`config.mk`:
```
export PLATFORM = sky130hd
export DESIGN_NAME = ldcm_top
export DESIGN_NICKNAME = d
export VERILOG_FILES = /design/src/hdl/ldcm_pkg.sv /design/src/hdl/ldcm_top.sv
export SDC_FILE = /design/constraint.sdc
export NUM_CORES = 1
export LEC_CHECK = 0
export BUFFER_PORTS_ARGS = -buffer_cell sky130_fd_sc_hd__buf_2
export CORE_UTILIZATION = 30
export DETAILED_ROUTE_END_ITERATION = 10
export HOLD_SLACK_MARGIN = 0.12
export PLACE_DENSITY_LB_ADDON = 0.05
export SYNTH_ARGS = -nofsm -noshare
export SYNTH_HDL_FRONTEND = slang
export SYNTH_SLANG_ARGS = --single-unit
export TNS_END_PERCENT = 30
```
`constraint.sdc`:
```
create_clock -name clk -period 3 [get_ports clk]
set_input_delay 0.15 -clock clk [delete_from_list [all_inputs] [get_ports clk]]
set_output_delay 0.15 -clock clk [all_outputs]
set_load 0.05 [all_outputs]
```
`src/hdl/ldcm_pkg.sv`:
```
// constants and types for the load driver and contact monitor
package ldcm_pkg;
  // clock rate and timing figures
  localparam int CLK_MHZ        = 250;
  localparam int OC_FILT_US     = 60;
  localparam int OC_STRONG_US   = 120;
  localparam int OCR_OFF_US     = 400;
  localparam int STATIC_FILT_US = 64;
  localparam int CYC_FILT_US    = 16;
  localparam int SETTLE_LONG_US = 800;
  localparam int SETTLE_SHORT_US = 80;
  localparam int OC_FILT_CYC    = OC_FILT_US * CLK_MHZ;
  localparam int OC_STRONG_CYC  = OC_STRONG_US * CLK_MHZ;
  localparam int OCR_OFF_CYC    = OCR_OFF_US * CLK_MHZ;
  localparam int STATIC_FILT_CYC = STATIC_FILT_US * CLK_MHZ;
  localparam int CYC_FILT_CYC   = CYC_FILT_US * CLK_MHZ;
  localparam int SETTLE_LONG_CYC = SETTLE_LONG_US * CLK_MHZ;
  localparam int SETTLE_SHORT_CYC = SETTLE_SHORT_US * CLK_MHZ;
  // register offsets
  localparam logic [3:0] ADR_SWCFG  = 4'h0;
  localparam logic [3:0] ADR_CTRL   = 4'h1;
  localparam logic [3:0] ADR_DUTY0  = 4'h2;
  localparam logic [3:0] ADR_WUCFG  = 4'h8;
  localparam logic [3:0] ADR_STAT   = 4'h9;
  localparam logic [3:0] ADR_CLRSTA = 4'ha;
  // ctrl field positions
  localparam int CTRL_LOWOHM = 0;
  localparam int CTRL_DETACH = 1;
  localparam int CTRL_OCR    = 2;
  localparam int CTRL_INHOFF = 3;
  localparam logic [31:0] RST_VAL = 32'h0;
  // switch behaviour codes
  localparam logic [1:0] SW_OFF = 2'h0;
  localparam logic [1:0] SW_ON  = 2'h1;
  localparam logic [1:0] SW_PER = 2'h2;
  localparam logic [1:0] SW_PWM = 2'h3;
  // device operating modes
  typedef enum logic [2:0] {
    MODE_INIT, MODE_NORMAL, MODE_STANDBY, MODE_SLEEP, MODE_FSLEEP
  } ldcm_mode_e;
endpackage : ldcm_pkg

```
`src/hdl/ldcm_top.sv`:
```
// load switches, supply enable and contact monitor logic
// How it works
// switch one has a low-ohmic select bit, normal-ohmic by default
// supply-side switches stay off from power-up until normal mode and a write, except switch three while it follows the fail-safe signal
// each supply-side switch: off, on, periodic, or pwm, per mode limits
// periodic on slow timer uses its on window, 10 or 20 ms
// periodic on fast timer uses its on window, 100us/200us/1ms
// each supply-side switch has its own 7-bit pwm and frequency select
// settings take effect when a frame completes at chip-select rise; here only switch modes wait for it, other registers apply at once
// watchdog failure or regulator undervoltage forces all off until service, except switch three while it follows the fail-safe signal
// overcurrent beyond 60 us latches a flag and holds switch off
// underload during on time latches a flag; switch keeps running
// switch three follows fail-safe signal until detach bit is set
// high-current switch has the same four behaviours
// without recovery, 120 us overcurrent latches flag, switch off
// with recovery, no flag; switch returns 400 us after switching off
// host clears recovery enable once the load has settled
// ground-side switches: off, on or pwm, normal mode only
// supply enable on in normal mode unless force-off bit set
// supply enable ignores current limit, drops on second thermal trip
// static sense: 64 us filter, polled level, change is a wake
// cyclic sense slow timer: 800 us settle then 16 us filter
// cyclic sense fast timer: 80 or 800 us settle selectable
// cyclic sample held until next period; a change flags wake
// bias bit picks pull-down or pull-up; pull-up floats when disabled; here only outside normal mode, in normal mode the pull-up stays on
// host ties contact supply switch and monitor input to one timer
//
// Decided for this implementation: the placing of the registers and the address-and-strobe port.
`timescale 1ns/1ps
`default_nettype none
module ldcm_top
  import ldcm_pkg::*;
#(
  parameter int OC_FILT   = OC_FILT_CYC,
  parameter int OC_STRONG = OC_STRONG_CYC,
  parameter int OCR_OFF   = OCR_OFF_CYC,
  parameter int ST_FILT   = STATIC_FILT_CYC,
  parameter int CY_FILT   = CYC_FILT_CYC,
  parameter int SET_LONG  = SETTLE_LONG_CYC,
  parameter int SET_SHORT = SETTLE_SHORT_CYC
) (
  // clock and reset
  input  wire logic        clk,
  input  wire logic        rst_n,
  input  wire logic        clk_en,
  // register port
  input  wire logic [3:0]  reg_addr,
  input  wire logic [31:0] reg_wdata,
  input  wire logic        reg_wr,
  input  wire logic        reg_rd,
  output logic      [31:0] reg_rdata,
  // frame completion and device state
  input  wire logic        frame_done,
  input  wire ldcm_mode_e  dev_mode,
  input  wire logic        wd_fail,
  input  wire logic        wd_ok,
  input  wire logic        reg_uv,
  input  wire logic        thermal_second,
  input  wire logic        fail_safe_signal,
  // timer windows from the shared timers
  input  wire logic        slow_on_win,
  input  wire logic        fast_on_win,
  input  wire logic        slow_period,
  input  wire logic        fast_period,
  input  wire logic [2:0]  pwm_tick,
  // load sensing, index 4 is the high-current switch, 5..6 ground side
  input  wire logic [6:0]  overcurrent,
  input  wire logic [4:0]  underload,
  input  wire logic [2:0]  contact_inputs,
  // drives
  output logic      [3:0]  supply_side_switches,
  output logic             high_current_switch,
  output logic      [1:0]  ground_side_switches,
  output logic             low_ohmic_sel,
  output logic             external_supply_enable,
  output logic      [2:0]  pull_up_en,
  output logic      [2:0]  pull_down_en,
  output logic      [2:0]  contact_wake
);
  typedef struct packed {
    logic [13:0] sw_cfg;   // 2-bit mode per switch, 5 supply + 2 ground
    logic [6:0]  sw_tsel;  // timer pick per switch for periodic mode
    logic [3:0]  ctrl;
    logic [48:0] duty;     // 7-bit duty per switch
    logic [13:0] fsel;     // 2-bit base frequency per switch
    logic [14:0] wu_cfg;   // per input: cyc, slow, sshort, dis, bias
    logic [13:0] shadow;   // pending switch modes before frame end
    logic        armed;    // settings committed at a frame end in normal mode
    logic        blocked;  // forced off until watchdog service
    logic [6:0]  oc_flag;
    logic [4:0]  ul_flag;
    logic [6:0][6:0]  pwm_cnt;
    logic [6:0][15:0] oc_cnt;
    logic [16:0] ocr_cnt;
    logic        ocr_off;
    logic [2:0][17:0] wu_cnt;
    logic [2:0]  wu_lvl;
    logic [2:0]  wu_wake;
    logic [2:0]  wu_settle;
    logic [31:0] rdata;
  } ldcm_s;
  ldcm_s q, d;

  // decode one switch mode from a packed config field
  function automatic logic [1:0] mode_of(input logic [13:0] c, input int i);
    mode_of = c[2*i +: 2];
  endfunction : mode_of

  logic normal_m;
  logic low_m;
  logic [6:0] pwm_out;
  logic [6:0] drive;
  assign normal_m = (dev_mode == MODE_NORMAL);
  assign low_m = (dev_mode == MODE_STANDBY) || (dev_mode == MODE_SLEEP);
  logic cyc_any;
  assign cyc_any = |{q.wu_cfg[14], q.wu_cfg[9], q.wu_cfg[4]};

  // per-switch pwm and drive decision, one copy per switch
  genvar g;
  generate
    for (g = 0; g < 7; g++) begin : g_sw
      logic [1:0] m;
      logic on_win;
      logic want;
      assign m = mode_of(q.sw_cfg, g);
      assign pwm_out[g] = (q.pwm_cnt[g] < q.duty[7*g +: 7]);
      assign on_win = q.sw_tsel[g] ? slow_on_win : fast_on_win; // see
      if (g < 5) begin : g_hs
        always_comb begin
          case (m)
            SW_ON:   want = (normal_m || low_m);            // see
            SW_PER:  want = (normal_m || low_m) && on_win;
            SW_PWM:  want = (normal_m || (low_m && cyc_any)) && pwm_out[g];
            default: want = 1'b0;
          endcase
        end
      end else begin : g_ls
        always_comb begin
          case (m)
            SW_ON:   want = normal_m;
            SW_PWM:  want = normal_m && pwm_out[g];
            default: want = 1'b0;
          endcase
        end
      end
      assign drive[g] = want && q.armed && !q.blocked && !q.oc_flag[g]; // see see
    end
  endgenerate

  // outputs
  assign supply_side_switches = {drive[3],
    q.ctrl[CTRL_DETACH] ? drive[2] : (fail_safe_signal && normal_m),
    drive[1], drive[0]};
  assign high_current_switch = drive[4] && !q.ocr_off;
  assign ground_side_switches = drive[6:5];
  assign low_ohmic_sel = q.ctrl[CTRL_LOWOHM];
  assign external_supply_enable = normal_m && !q.ctrl[CTRL_INHOFF]
                                  && !thermal_second;                // see
  assign reg_rdata = q.rdata;
  assign contact_wake = q.wu_wake;

  // bias: disabled wake lets pull-up float outside normal mode
  generate
    for (g = 0; g < 3; g++) begin : g_bias
      assign pull_down_en[g] = !q.wu_cfg[5*g];
      assign pull_up_en[g] = q.wu_cfg[5*g] &&
                             (normal_m || !q.wu_cfg[5*g+1]);
    end
  endgenerate

  // next-state logic
  always_comb begin
    logic [31:0] rd;
    logic [6:0] oc_set;
    logic tick;
    logic smp;
    rd = 32'h0;
    oc_set = 7'h0;
    tick = 1'b0;
    smp = 1'b0;
    d = q;
    // switch-mode writes land in shadow until the frame completes; other registers apply at once
    if (reg_wr) begin
      case (reg_addr)
        ADR_SWCFG: begin
          d.shadow = reg_wdata[13:0];
          d.sw_tsel = reg_wdata[20:14];
        end
        ADR_CTRL:  d.ctrl = reg_wdata[3:0];
        ADR_WUCFG: d.wu_cfg = reg_wdata[14:0];
        default: begin
          if (reg_addr >= ADR_DUTY0 && reg_addr < ADR_DUTY0 + 4'h6) begin
            // duty words share one slot for two switches beyond five
            d.duty[7*(reg_addr-ADR_DUTY0) +: 7] = reg_wdata[6:0];
            d.fsel[2*(reg_addr-ADR_DUTY0) +: 2] = reg_wdata[9:8];
            if (reg_addr == ADR_DUTY0 + 4'h5) begin
              d.duty[48:42] = reg_wdata[22:16];
              d.fsel[13:12] = reg_wdata[25:24];
            end
          end
        end
      endcase
    end
    if (frame_done && normal_m) begin
      d.sw_cfg = d.shadow;
      d.armed = 1'b1;
    end
    // watchdog failure or regulator undervoltage blocks drives
    if (wd_ok) d.blocked = 1'b0;
    if (wd_fail || reg_uv) d.blocked = 1'b1;
    // pwm counters run on each switch's chosen tick
    for (int i = 0; i < 7; i++) begin
      tick = pwm_tick[q.fsel[2*i +: 2] == 2'h0 ? 0 :
                      (q.fsel[2*i +: 2] == 2'h1 ? 1 : 2)];
      if (tick) d.pwm_cnt[i] = (q.pwm_cnt[i] == 7'h7e) ? 7'h0
                               : q.pwm_cnt[i] + 7'h1;
      // overcurrent filters
      if (overcurrent[i] && drive[i]) begin
        if (q.oc_cnt[i] != 16'hffff) d.oc_cnt[i] = q.oc_cnt[i] + 16'h1;
      end else begin
        d.oc_cnt[i] = 16'h0;
      end
      if (i != 4 && q.oc_cnt[i] >= 16'(OC_FILT - 1)) oc_set[i] = 1'b1;
    end
    // high-current switch: latch or auto-recover
    if (q.oc_cnt[4] >= 16'(OC_STRONG - 1) && !q.ocr_off) begin
      if (q.ctrl[CTRL_OCR]) begin
        d.ocr_off = 1'b1;
        d.ocr_cnt = 17'h0;
        d.oc_cnt[4] = 16'h0;
      end else begin
        oc_set[4] = 1'b1;
      end
    end
    if (q.ocr_off) begin
      d.ocr_cnt = q.ocr_cnt + 17'h1;
      if (q.ocr_cnt >= 17'(OCR_OFF - 1)) d.ocr_off = 1'b0;
    end
    // underload sampled only while switched on
    for (int i = 0; i < 5; i++) begin
      if (underload[i] && drive[i]) d.ul_flag[i] = 1'b1;
    end
    // read answers next cycle; status clear by read, set wins
    if (reg_rd) begin
      case (reg_addr)
        ADR_SWCFG: rd = {11'h0, q.sw_tsel, q.sw_cfg};
        ADR_CTRL:  rd = {28'h0, q.ctrl};
        ADR_WUCFG: rd = {17'h0, q.wu_cfg};
        ADR_STAT:  rd = {10'h0, q.wu_wake, q.wu_lvl, q.ul_flag, 4'h0, q.oc_flag};
        default:   rd = 32'h0;
      endcase
      if (reg_addr == ADR_STAT) begin
        d.oc_flag = 7'h0;
        d.ul_flag = 5'h0;
        d.wu_wake = 3'h0;
      end
    end
    d.rdata = rd;
    d.oc_flag = d.oc_flag | q.oc_flag & ~(reg_rd && reg_addr == ADR_STAT
                ? 7'h7f : 7'h0) | oc_set;
    for (int i = 0; i < 5; i++) begin
      if (underload[i] && drive[i]) d.ul_flag[i] = 1'b1;
    end
    // contact inputs: static filter or cyclic settle and sample
    for (int k = 0; k < 3; k++) begin
      if (q.wu_cfg[5*k+4]) begin
        // cyclic sense
        if (q.wu_cfg[5*k+3] ? slow_period : fast_period) begin
          d.wu_settle[k] = 1'b1;
          d.wu_cnt[k] = 18'h0;
        end else if (q.wu_settle[k]) begin
          d.wu_cnt[k] = q.wu_cnt[k] + 18'h1;
          smp = (q.wu_cfg[5*k+3] || !q.wu_cfg[5*k+2])
                ? (q.wu_cnt[k] >= 18'(SET_LONG + CY_FILT - 1))
                : (q.wu_cnt[k] >= 18'(SET_SHORT + CY_FILT - 1));
          if (smp) begin
            d.wu_settle[k] = 1'b0;
            d.wu_lvl[k] = contact_inputs[k];
            if (contact_inputs[k] != q.wu_lvl[k] && !q.wu_cfg[5*k+1])
              d.wu_wake[k] = 1'b1;
          end
        end
      end else begin
        // static sense: level must hold the whole filter time
        if (contact_inputs[k] == q.wu_lvl[k]) begin
          d.wu_cnt[k] = 18'h0;
        end else begin
          d.wu_cnt[k] = q.wu_cnt[k] + 18'h1;
          if (q.wu_cnt[k] >= 18'(ST_FILT - 1)) begin
            d.wu_cnt[k] = 18'h0;
            d.wu_lvl[k] = contact_inputs[k];
            if (low_m && !q.wu_cfg[5*k+1]) d.wu_wake[k] = 1'b1;
          end
        end
      end
    end
  end

  // state register, frozen while clock enable is low
  always_ff @(posedge clk or negedge rst_n) begin
    if (!rst_n) begin
      q <= '0;
    end else if (clk_en) begin
      q <= d;
    end
  end

  // a latched overcurrent keeps a switch off until read and cleared
  property p_oc_hold;
    @(posedge clk) disable iff (!rst_n)
      q.oc_flag[0] && !(reg_rd && reg_addr == ADR_STAT) |=> !drive[0];
  endproperty
  a_oc_hold: assert property (p_oc_hold) else $error("oc switch on");

  property p_block;
    @(posedge clk) disable iff (!rst_n) q.blocked |-> drive == 7'h0;
  endproperty
  a_block: assert property (p_block) else $error("blocked drive");

  property p_arm;
    @(posedge clk) disable iff (!rst_n)
      !q.armed |-> supply_side_switches[0] == 1'b0 && !high_current_switch;
  endproperty
  a_arm: assert property (p_arm) else $error("drive before arm");

  property p_ls_normal;
    @(posedge clk) disable iff (!rst_n)
      !normal_m |-> ground_side_switches == 2'h0;
  endproperty
  a_ls_normal: assert property (p_ls_normal) else $error("ls on");

  property p_inh;
    @(posedge clk) disable iff (!rst_n)
      q.ctrl[CTRL_INHOFF] |-> !external_supply_enable;
  endproperty
  a_inh: assert property (p_inh) else $error("inh on");

  property p_ocr_noflag;
    @(posedge clk) disable iff (!rst_n)
      clk_en && q.ctrl[CTRL_OCR] && !q.oc_flag[4] |=> !q.oc_flag[4];
  endproperty
  a_ocr_noflag: assert property (p_ocr_noflag) else $error("ocr flag");

  property p_ul_keep;
    @(posedge clk) disable iff (!rst_n)
      clk_en && underload[1] && drive[1] |=> q.ul_flag[1];
  endproperty
  a_ul_keep: assert property (p_ul_keep) else $error("ul lost");

  property p_fso;
    @(posedge clk) disable iff (!rst_n)
      !q.ctrl[CTRL_DETACH] |-> supply_side_switches[2] ==
                                 (fail_safe_signal && normal_m);
  endproperty
  a_fso: assert property (p_fso) else $error("fso mismatch");

  // a control write reaches the resistance select on the next cycle
  property p_lowohm;
    @(posedge clk) disable iff (!rst_n)
      clk_en && reg_wr && reg_addr == ADR_CTRL |=>
        low_ohmic_sel == $past(reg_wdata[CTRL_LOWOHM]);
  endproperty
  a_lowohm: assert property (p_lowohm) else $error("ohmic select");
endmodule : ldcm_top
`default_nettype wire

```
==> summary.txt, run 1 <==
Clocking
  • Clock Sinks: around 400
  • Clock transition at the registers of the reported paths: ~0.05 ns
  • CTS root buf: clkbuf_16
  • H-tree levels: 2
  • Worst skew pair latency: ~0.59 ns
  • Num CTS Buffers: roughly 50
  • Max Buffers Root-to-Sink: 3
  • CTS tree: yes

Power and ir drop
  • P_sw: around 6.2 mW
  • Reg power frac: between 30% and 40%
  • Sw frac: 34.6%
  • Total chip power: ~18 mW
  • Power per cell area: around 600 mW/mm2
  • Logic pwr share: 29.1%
  • Share of total power in the clock network: approximately a third
  • Worst vdd ir: just over 400 uV
  • Leak Pwr: 12.8 nW
  • Internal power: between 10 and 15 mW

Synth
  • Top FF cell, synth: dfrtp_1
  • Post-Syn Area: 0.0238 mm2
  • Count of cell types in the netlist: 86
  • Mean post-synth cell area: approximately 9 um2
  • Synth area leader: dfrtp_1
  • Post-synth EDFFs: 0
  • Area contributors post-synth: dfrtp_1 42%, ha_1 5.2%, nor2_1 4.5%
  • Sequential share of the synthesized area: 41.6%
  • Yosys warns: 0
  • Synth top cells by count: 395 x dfrtp_1, 286 x nor2_1, 246 x nand2_1, 199 x o21ai_0, 137 x nand3_1
  • Post-synth ARST share: between 90% and 100%
  • Most common cell in the netlist: dfrtp_1
  • Post-synth top area share: between 40% and 50%
  • Seq cells post-synth: between 300 and 400
  • Post-synthesis instance total: ~2,700

Flow run
  • Max-capacitance violation count: 0

Layout
  • Final #Nets: 3,128
  • Fill cells: 7,895
  • Register Area: ~0.0099 mm2
  • Layout cell share with drive strength beyond 1: 20.1%
  • Synthesis-to-finish area growth: 24.2%
  • Footprint of the multi-input gates: between 0.01 and 0.015 mm2

Critical path
  • Arr. time, crit path: about 4.6 ns
  • Worst path slowest cell: or4_4
  • Worst Setup End Kind: flip-flop
  • R2r startpoint: q[41]$_DFFE_PN0P_
  • Crit path from: reg_addr[2]
  • Worst-path cell chain: buf_8, inv_4, ha_4, ha_4, xor2_4, xnor2_2, inv_1, fa_2, xor2_4, nand4b_4, nor4_4, nand2_1, ha_4, or4_4, nor4b_2, nand3_1, a21oi_2, a21oi_1, nor3_2, nor2b_2, mux2_2
  • CP peak stage delay: 0.53 ns
  • Critical path launch point type: input port
  • Critical path class: input port to flip-flop
  • Crit path required time: 3.47 ns
  • CP dominant cell by count: ha_4
  • CP max FO: 4

Timing
  • Fmax: ~0.24 GHz
  • Endpoints failing hold: 0
  • Total negative slack: -46.67 ns
  • Min Clock Period, post-route: between 4 and 5 ns
  • Hold WS: between 0.1 and 0.15 ns
  • Slew Viols, Final: 0
  • Final cycle utilization of the critical path: 137%
  • Worst slew margin: about 32%
  • Final setup fails: 50
  • Final Worst Setup Slack: -1.10 ns
  • RSZ-0062 raised after global routing: yes
  • Slew @ Worst Pin: 1.01 ns
  • Max Clock Skew: 0.0183 ns

Hold path
  • Worst hold path type: input port to asynchronous set/reset pin

Detailed routing
  • Detailed Route WL: between 70,000 and 80,000 um
  • Wire length per cell: just under 20 um
  • Vias: ~21,000
  • DRC: 0
  • Drt first pass iters: 5
  • Via density: approximately 5.2
  • Final ANT Viol Nets: 0
  • Initial DRC Count: 1,205

Global routing
  • Met1 usage: between 20 and 30%
  • Vias in the first global route: about 21,000
  • GRT Total Usage: approximately 20%
  • GR Util met3: about 4.2%
  • First-pass GRT wire length: 125,000 um
  • Met2 Use GR: around a third
  • Largest net degree at the start of global routing: 77
  • Overflow after GRT: 0
  • Top Usage Layer GRT: met2
  • Antenna violations before repair: 4

Status
  • Outcome: complete, but fails checks
  • Failing checks: negative setup slack

Placed design
  • Port-buffer cells: between 100 and 150
  • Detailed placer's ending HPWL: 59,700 um
  • Pre-CTS WS: -1.90 ns
  • GPL Wtd Cong: slightly below 0.9

Floorplan
  • Core region area: 0.0780 mm2
  • Die area: about 0.08 mm2
  • Row count: 102
  • Die Wd: between 200 and 300 um
  • Initial core utilization: 30.5%
  • # IOs: 122
  • Vert. Die Dim: 283 um
==> area by class of cell <==
class                      instances  area share, %
clock buffer                      81           5.19
inverter                         113           1.47
antenna                            3         0.0254
sequential                       395           33.5
timing repair buffer             389           10.0
multi-input combinational       2007           45.1
tap                             1040           4.41
clock inverter                     5          0.229
==> placed cells by master, fill, tap and decap left out, types with 88 or more instances in the layout <==
| cell | Yosys | layout |
|---|---|---|
| dfrtp_1 | 395 | 394 |
| nor2_1 | 286 | 278 |
| buf_4 | 38 | 223 |
| a21oi_1 | 100 | 92 |
| buf_2 | 6 | 97 |
| nand3_1 | 137 | 137 |
| ha_1 | 98 | 88 |
| o21ai_0 | 199 | 176 |
| nand2_1 | 246 | 240 |
| inv_1 | 110 | 105 |
==> through the flow <==
step	cells	utilization, %	area (um2)
2_1_floorplan	2659	-	24000
3_3_place_gp	3890	34.5	26900
3_5_place_dp	3890	34.5	26900
4_1_cts	4029	37.5	29300
5_1_grt	4030	37.8	29500
6_report	4033	37.8	29500
==> registers in the layout, summed over array words and instances (netlist names) <==
name and count:
contact_wake 3, g_sw.m 14, low_ohmic_sel 1, q 355
reg_rdata 22
==> repair_timing <==
action	4_1_cts	5_1_grt
setup buffers	5	0
pin swaps	27	27
cloned	0	1
gates resized for setup	60	52
hold endpoints to repair	255	0
setup endpoints to repair	69	99
hold buffers	48	0
==> cells by family (layout without fill, tap and decap cells) <==
family | after synthesis | in the layout | synth area share, %
multiplexers | 126 | 126 | 5.90
AO/OA/AOI/OAI | 607 | 607 | 16.4
XOR/XNOR | 134 | 134 | 4.97
other | 1 | 13 | 0.0158
AND/OR/NAND/NOR | 1031 | 1031 | 21.2
flip-flops | 395 | 395 | 41.6
buffers and inverters | 257 | 588 | 4.72
adder cells (fa/ha/maj) | 99 | 99 | 5.24
==> critical path, delay by kind of cell <==
family / cells / cell delay, ns
AOI/OAI and AO/OA: 2 / 0.26
buffers and inverters: 3 / 0.19
and+or+nand+nor: 8 / 1.97
xor gates and xnor gates: 3 / 0.51
adders and majority gates: 4 / 1.15
muxes: 1 / 0.33
==> layer usage <==
layer | vias up | part of all wire (%)
met5 | - | 0.038
met4 | 6 | 2.6
met3 | 105 | 5.3
met2 | 403 | 45
met1 | 10200 | 47
li1 | 10100 | -
==> power by group through the flow <==
stage / Sequential (mW) / Clock [mW] / Combinational, mW
2_1_floorplan: 6.43 / 0 / 2.85
3_3_place_gp: 6.72 / 0 / 4.91
3_5_place_dp: 6.72 / 0 / 4.94
4_1_cts: 6.64 / 6.19 / 5.13
5_1_grt: 6.75 / 6.40 / 5.71
6_report: 6.64 / 5.96 / 5.18
==> path summary, 6_finish.rpt <==
check                                            to  slack (ns)  cells after the start
max                              q[350]$_DFFE_PN0P_       -1.10                     21
min                              q[327]$_DFFE_PN0P_        0.13                      2
max reg2reg                       q[44]$_DFFE_PN0P_        0.22                      8
min reg2reg                reg_rdata[3]$_DFFE_PN0P_        0.48                      1
max in group asynchronous        q[167]$_DFFE_PN0P_        1.94                      3
min in group clk           reg_rdata[8]$_DFFE_PN0P_        0.15                      3
No activity file was read; power rests on OpenSTA's default activity.
==> run 2: changes to the inputs <==
--- a/config.mk
+++ b/config.mk
@@ -5,11 +5,15 @@
 export SDC_FILE = /design/constraint.sdc
 export NUM_CORES = 1
 export LEC_CHECK = 0
+export ABC_CLOCK_PERIOD_IN_PS = 3000
 export BUFFER_PORTS_ARGS = -buffer_cell sky130_fd_sc_hd__buf_2
+export CELL_PAD_IN_SITES_DETAIL_PLACEMENT = 2
+export CELL_PAD_IN_SITES_GLOBAL_PLACEMENT = 2
 export CORE_UTILIZATION = 30
 export DETAILED_ROUTE_END_ITERATION = 10
 export HOLD_SLACK_MARGIN = 0.12
 export PLACE_DENSITY_LB_ADDON = 0.05
+export REMOVE_ABC_BUFFERS = 1
 export SYNTH_ARGS = -nofsm -noshare
 export SYNTH_HDL_FRONTEND = slang
 export SYNTH_SLANG_ARGS = --single-unit
==> run 2 against run 1 <==
Effect of this change:
- the run still ends with negative setup slack left
- combinational power is 10% higher
- critical path depth grew 3
- cell area up 2.0%
- non-clock buffer count is 28 higher
- final cell count is 0.72% higher
- clock skew is 0.028 ns higher
- sequential share of layout area down 0.67 points
- clock power grew 5.0%
- worst hold slack worse by 0.021 ns
- die area unchanged
==> summary.txt, run 2 (synthesis gave the netlist of run 1 again) <==
Status
  • Outcome: complete, but fails checks (unchanged)
  • Failing checks: negative setup slack (unchanged)

Detailed routing
  • Final ANT Viol Nets: 0 (unchanged)
  • Detailed Route WL: 91,400 um (was 79,900 um)
  • Drt first pass iters: 5 (unchanged)
  • Via density: 5.37 (was 5.15)
  • DRC: 0 (unchanged)
  • Initial DRC Count: 788 (was 1,205)
  • Wire length per cell: 22.5 um (was 19.8 um)
  • Vias: 21,800 (was 20,800)

Layout
  • Area of all placed cells without fillers: 0.0301 mm2 (was 0.0295 mm2)
  • Max FFs per register: 355 (unchanged)
  • Layout cell share with drive strength beyond 1: 21.7% (was 20.1%)
  • Non-Filler Instances: 4,062 (was 4,033)
  • Commonest cells after routing, fill and taps aside: 394 x dfrtp_1, 276 x nor2_1, 240 x buf_4 (was 394 x dfrtp_1, 278 x nor2_1, 240 x nand2_1)
  • Final #Nets: 3,157 (was 3,128)
  • Most common cell after layout, fill and taps aside: dfrtp_1 (unchanged)
  • Reg with most FFs: q (unchanged)
  • Synthesis-to-finish area growth: 26.7% (was 24.2%)

Clocking
  • Max Buffers Root-to-Sink: 3 (unchanged)
  • Clock transition at the registers of the reported paths: 0.06 ns (was 0.05 ns)
  • CTS tree: yes (unchanged)
  • CTS root buf: clkbuf_16 (unchanged)
  • Clock Sinks: 395 (unchanged)
  • Worst skew pair latency: 0.64 ns (was 0.59 ns)
  • Num CTS Buffers: 52 (was 51)
  • H-tree levels: 2 (unchanged)

Timing
  • Worst slew margin: 40.0% (was 32.3%)
  • RSZ-0062 raised after global routing: yes (unchanged)
  • Final Worst Setup Slack: -1.30 ns (was -1.10 ns)
  • Endpoints failing hold: 0 (unchanged)
  • Min Clock Period, post-route: 4.30 ns (was 4.10 ns)
  • Fmax: 0.232 GHz (was 0.244 GHz)
  • Final cycle utilization of the critical path: 143% (was 137%)
  • Max Clock Skew: 0.0461 ns (was 0.0183 ns)
  • Slew @ Worst Pin: 0.895 ns (was 1.01 ns)
  • Total negative slack: -57.20 ns (was -46.67 ns)
  • Final setup fails: 50 (unchanged)
  • Slew Viols, Final: 0 (unchanged)

Global routing
  • Vias in the first global route: 24,300 (was 20,600)
  • GR Util met3: 2.68% (was 4.18%)
  • First-pass GRT wire length: 144,000 um (was 125,000 um)
  • Met2 Use GR: 39.3% (was 31.8%)
  • GRT Total Usage: 22.5% (was 19.8%)
  • Top Usage Layer GRT: met2 (unchanged)
  • Largest net degree at the start of global routing: 81 (was 77)
  • Antenna violations before repair: 7 (was 4)
  • Overflow after GRT: 0 (unchanged)
  • Met1 usage: 29.6% (was 26.8%)

Critical path
  • Arr. time, crit path: 4.78 ns (was 4.56 ns)
  • FF-to-FF End: q[222]$_DFFE_PN0P_ (was q[44]$_DFFE_PN0P_)
  • R2r startpoint: q[286]$_DFFE_PN0P_ (was q[41]$_DFFE_PN0P_)
  • Critical path launch point type: input port (unchanged)
  • Critical path class: input port to flip-flop (unchanged)
  • Worst R2R Path Depth: 8 (unchanged)
  • CP max FO: 5 (was 4)
  • Worst path slowest cell: or4_4 (unchanged)
  • Worst-path cell chain: buf_8, inv_6, ha_4, ha_4, xor2_4, buf_6, xnor2_4, inv_2, fa_2, buf_6, and3_4, a211oi_4, buf_4, nor4_4, nand2_2, ha_4, or4_4, nor4b_4, nand3_2, a21o_1, buf_6, nor4_4, o21ai_1, mux2_2 (was buf_8, inv_4, ha_4, ha_4, xor2_4, xnor2_2, inv_1, fa_2, xor2_4, nand4b_4, nor4_4, nand2_1, ha_4, or4_4, nor4b_2, nand3_1, a21oi_2, a21oi_1, nor3_2, nor2b_2, mux2_2)
  • CP peak stage delay: 0.53 ns (about the same)
  • Reg-to-reg slack, setup: 0.22 ns (about the same)
  • Crit path required time: 3.48 ns (was 3.47 ns)
  • Worst Setup End Kind: flip-flop (unchanged)

Power and ir drop
  • Power per cell area: 619 mW/mm2 (was 603 mW/mm2)
  • Worst vdd ir: 395 uV (was 408 uV)
  • Leak Pwr: 13.0 nW (was 12.8 nW)
  • Total chip power: 18.6 mW (was 17.8 mW)

Floorplan
  • Die Wd: 283 um (unchanged)
  • Vert. Die Dim: 283 um (unchanged)
  • Row count: 102 (unchanged)
  • # IOs: 122 (unchanged)
  • Initial core utilization: 30.5% (unchanged)
  • Die area: 0.0804 mm2 (unchanged)
  • Core region area: 0.0780 mm2 (unchanged)

Hold path
  • Worst hold path type: input port to asynchronous set/reset pin (unchanged)

Placed design
  • Detailed placer's ending HPWL: 68,000 um (was 59,700 um)
  • Port-buffer cells: 104 (unchanged)
  • Pre-CTS WS: -2.35 ns (was -1.90 ns)
  • Area after DPL: 0.0269 mm2 (about the same)
  • GPL Wtd Cong: 0.867 (was 0.872)
  • Cells after DPL: 3,904 (was 3,890)

Flow run
  • Max-capacitance violation count: 0 (unchanged)
run 2: how the worst max path moves through the flow:
stage	from	endpoint	slack [ns]	cells past startpoint
global route	reg_addr[1]	q[353]$_DFFE_PN0P_	-1.45	24
floorplan	reg_addr[0]	q[350]$_DFFE_PN0P_	-2.23	18
CTS	reg_addr[2]	q[350]$_DFFE_PN0P_	-1.13	23
finish	reg_addr[1]	q[353]$_DFFE_PN0P_	-1.30	24
global placement	reg_addr[1]	q[365]$_DFFE_PN0P_	-2.05	22
detailed placement	reg_addr[1]	q[379]$_DFFE_PN0P_	-2.35	22
run 2: where the power goes:
group	leakage [nW]	switching [mW]	internal (mW)
logic	6.96	3.35	2.37
clock network	0.839	2.62	3.65
registers	5.25	0.763	5.90
run 2: stage by stage:
| step | hold slack (ns) | util [%] |
|---|---|---|
| finish | 0.107 | 38.6 |
| floorplan | -0.146 | - |
| CTS | 0.127 | 38.1 |
| detailed placement | 0.204 | 34.5 |
| global placement | 0.196 | 34.5 |
| global route | 0.193 | 38.6 |
run 2: repair_timing:
action | CTS | global route
hold buffers | 51 | 0
endpoints found under the setup margin | 54 | 61
pin swaps | 32 | 36
buffers inserted | 10 | 10
hold endpoints to repair | 270 | 0
resized for setup | 121 | 89
run 2: cell type report:
cell class | instances | area [um2]
clock inverters | 18 | 198
inverters | 113 | 435
repair buffers | 417 | 3220
flip-flops and latches | 395 | 9890
clock buffers | 71 | 1490
fillers | 8536 | 47900
multi-input cells | 2007 | 13600
diodes | 1 | 2.50
well taps | 1040 | 1300
run 2: critical path: cells and delay by family:
family                     cells  cell delay, ns
adders and majority gates      4            1.08
and+or+nand+nor                7            1.46
buffers and inverters          7            0.82
xor gates and xnor gates       2            0.30
muxes                          1            0.28
AOI/OAI and AO/OA              3            0.67
run 2: layer usage:
metal	vias to the layer above	wire (um)
met5	-	54
met1	11200	41700
met3	120	2920
met2	313	44700
met4	8	2040
li1	10100	-
==> run 3: changes to the inputs <==
--- a/config.mk
+++ b/config.mk
@@ -13,7 +13,6 @@
 export DETAILED_ROUTE_END_ITERATION = 10
 export HOLD_SLACK_MARGIN = 0.12
 export PLACE_DENSITY_LB_ADDON = 0.05
-export REMOVE_ABC_BUFFERS = 1
 export SYNTH_ARGS = -nofsm -noshare
 export SYNTH_HDL_FRONTEND = slang
 export SYNTH_SLANG_ARGS = --single-unit
==> constraint.sdc (replaced) <==
create_clock -name clk -period 3 [get_ports clk]
set_input_delay 0.3 -clock clk [delete_from_list [all_inputs] [get_ports clk]]
set_output_delay 0.3 -clock clk [all_outputs]
set_load 0.05 [all_outputs]
==> run 3 against run 2 <==
Effect of this change:
- the flow still finishes with violations (negative setup slack)
- sequential power about the same
- clock power grew 8.5%
- sequential share of layout area is 0.12 points lower
- clock-buffer cell count rose by 3
- first-iteration DRC count is 20% higher
- non-clock buffer count down 5
- critical path depth fell by 2
- largest cell class unchanged
- critical endpoint is now q[349]$_DFFE_PN0P_
- setup slack lost 0.061 ns
==> summary.txt, run 3 (synthesis gave the netlist of run 1 again) <==
Detailed routing
  • Vias: 21,800 (about the same)
  • DRC: 0 (unchanged)
  • Final ANT Viol Nets: 0 (unchanged)
  • Via density: 5.37 (about the same)
  • Initial DRC Count: 947 (was 788)
  • Drt first pass iters: 5 (unchanged)
  • Detailed Route WL: 93,100 um (was 91,400 um)
  • Wire length per cell: 22.9 um (was 22.5 um)

Global routing
  • Antenna violations before repair: 4 (was 7)
  • Largest net degree at the start of global routing: 69 (was 81)
  • Overflow after GRT: 0 (unchanged)
  • GRT Total Usage: 23.0% (was 22.5%)
  • Vias in the first global route: 24,300 (about the same)
  • First-pass GRT wire length: 146,000 um (was 144,000 um)

Critical path
  • Worst Setup End Kind: flip-flop (unchanged)
  • Reg-to-reg slack, setup: 0.25 ns (was 0.22 ns)
  • Critical path launch point type: input port (unchanged)
  • FF-to-FF End: q[188]$_DFFE_PN0P_ (was q[222]$_DFFE_PN0P_)
  • R2r startpoint: q[177]$_DFFE_PN0P_ (was q[286]$_DFFE_PN0P_)
  • Critical path class: input port to flip-flop (unchanged)
  • Arr. time, crit path: 4.83 ns (was 4.78 ns)
  • Crit path required time: 3.47 ns (was 3.48 ns)
  • CP max FO: 3 (was 5)
  • Worst R2R Path Depth: 9 (was 8)

Layout
  • Fill cells: 8,558 (was 8,536)
  • Reg with most FFs: q (unchanged)
  • Final #Nets: 3,152 (was 3,157)
  • Footprint of the multi-input gates: 0.0135 mm2 (was 0.0136 mm2)
  • Area of all placed cells without fillers: 0.0302 mm2 (was 0.0301 mm2)
  • Layout cell share with drive strength beyond 1: 22.4% (was 21.7%)
  • Commonest cells after routing, fill and taps aside: 393 x dfrtp_1, 276 x nor2_1, 250 x buf_4 (was 394 x dfrtp_1, 276 x nor2_1, 240 x buf_4)
  • Synthesis-to-finish area growth: 27.1% (was 26.7%)
  • Non-Filler Instances: 4,064 (was 4,062)
  • Most common cell after layout, fill and taps aside: dfrtp_1 (unchanged)
  • Register Area: 0.00989 mm2 (about the same)
  • Max FFs per register: 355 (unchanged)

Placed design
  • Detailed placer's ending HPWL: 70,400 um (was 68,000 um)
  • Area after DPL: 0.0271 mm2 (was 0.0269 mm2)
  • Cells after DPL: 3,912 (was 3,904)
  • Port-buffer cells: 104 (unchanged)
  • GPL Wtd Cong: 0.861 (was 0.867)

Power and ir drop
  • Worst vdd ir: 402 uV (was 395 uV)
  • Leak Pwr: 13.1 nW (was 13.0 nW)
  • Total chip power: 19.1 mW (was 18.6 mW)
  • Power per cell area: 632 mW/mm2 (was 619 mW/mm2)

Hold path
  • Hold_sp: reg_wdata[1]
  • Worst hold path type: input port to flip-flop (was input port to asynchronous set/reset pin)
  • Hold path depth: 2
  • Hold path endpoint: q[289]$_DFFE_PN0P_

Timing
  • Slew Viols, Final: 0 (unchanged)
  • Max Clock Skew: 0.0236 ns (was 0.0461 ns)
  • Hold WS: 0.153 ns (was 0.107 ns)
  • Worst slew margin: 35.1% (was 40.0%)
  • Endpoints failing hold: 0 (unchanged)
  • Slew @ Worst Pin: 0.969 ns (was 0.895 ns)
  • Final Worst Setup Slack: -1.36 ns (was -1.30 ns)
  • Fmax: 0.229 GHz (was 0.232 GHz)
  • Final cycle utilization of the critical path: 145% (was 143%)
  • RSZ-0062 raised after global routing: yes (unchanged)
  • Final setup fails: 51 (was 50)
  • Min Clock Period, post-route: 4.36 ns (was 4.30 ns)

Clocking
  • Num CTS Buffers: 52 (unchanged)
  • H-tree levels: 2 (unchanged)
  • CTS tree: yes (unchanged)
  • Clock transition at the registers of the reported paths: 0.06 ns (about the same)
  • Worst skew pair latency: 0.61 ns (was 0.64 ns)
  • Clock Sinks: 395 (unchanged)
  • Max Buffers Root-to-Sink: 3 (unchanged)
  • CTS root buf: clkbuf_16 (unchanged)

Floorplan
  • Vert. Die Dim: 283 um (unchanged)
  • # IOs: 122 (unchanged)
  • Core region area: 0.0780 mm2 (unchanged)
  • Die Wd: 283 um (unchanged)
  • Row count: 102 (unchanged)
  • Die area: 0.0804 mm2 (unchanged)
  • Initial core utilization: 30.5% (unchanged)

Status
  • Outcome: complete, but fails checks (unchanged)
  • Failing checks: negative setup slack (unchanged)

Flow run
  • Max-capacitance violation count: 0 (unchanged)
==> run 3: report_power, final <==
part / leakage [nW] / internal, mW / switching [mW]
Combinational: 6.95 / 2.32 / 3.29
Sequential: 5.24 / 5.90 / 0.788
Clock: 0.924 / 4.20 / 2.59
Total: 13.1 / 12.4 / 6.67
==> run 3: how the worst max path moves through the flow <==
stage | startpoint | to | slack (ns) | depth (start not counted)
floorplan | reg_addr[0] | q[350]$_DFFE_PN0P_ | -2.20 | 22
finish | reg_addr[1] | q[349]$_DFFE_PN0P_ | -1.36 | 22
detailed placement | reg_addr[1] | q[350]$_DFFE_PN0P_ | -2.25 | 21
CTS | reg_addr[2] | q[333]$_DFFE_PN0P_ | -1.43 | 23
global placement | reg_addr[1] | q[350]$_DFFE_PN0P_ | -2.00 | 21
global route | reg_addr[1] | q[349]$_DFFE_PN0P_ | -1.54 | 22
==> run 3: cell type report <==
type,count,area share [%]
tap,1040,4.31
timing repair buffer,412,10.6
antenna,1,0.00828
sequential,395,32.7
multi-input combinational,2007,44.8
clock inverter,22,1.01
clock buffer,74,5.15
inverter,113,1.43
==> run 3: critical path: stages <==
cell      delay (ns)
buf_8           0.08
inv_4           0.03
ha_4            0.17
ha_4            0.30
xor2_4          0.20
xnor2_2         0.15
inv_1           0.08
fa_2            0.40
xor2_4          0.19
nand4b_4        0.14
nor4_4          0.34
nand2_1         0.15
ha_1            0.31
or4_4           0.53
buf_6           0.14
nor4b_4         0.20
nand3_1         0.13
a21o_4          0.25
buf_12          0.13
nor3_4          0.20
nand2_1         0.11
mux2_4          0.31
==> run 3: per-stage QoR <==
step	setup slack, ns	setup TNS (ns)	util [%]
detailed placement	-2.25	-109.31	34.8
floorplan	-2.20	-93.65	-
global route	-1.54	-69.89	38.7
finish	-1.36	-61.26	38.8
global placement	-2.00	-97.42	34.8
CTS	-1.43	-63.47	38.3
==> run 3: per-layer routing <==
metal | GRT usage [%] | vias to the layer above | share of wire [%]
li1 | - | 10100 | -
met1 | 30.1 | 11300 | 46
met2 | 39.3 | 287 | 48
met3 | 3.81 | 115 | 3.6
met4 | 5.68 | 6 | 2.3
met5 | 0 | - | 0.049
==> run 3: repair_timing <==
item	in CTS	in global routing
hold buffers	39	0
setup endpoints to repair	74	66
gates resized for setup	107	56
hold endpoints to repair	113	0
buffers inserted	11	6
pin swaps	42	28
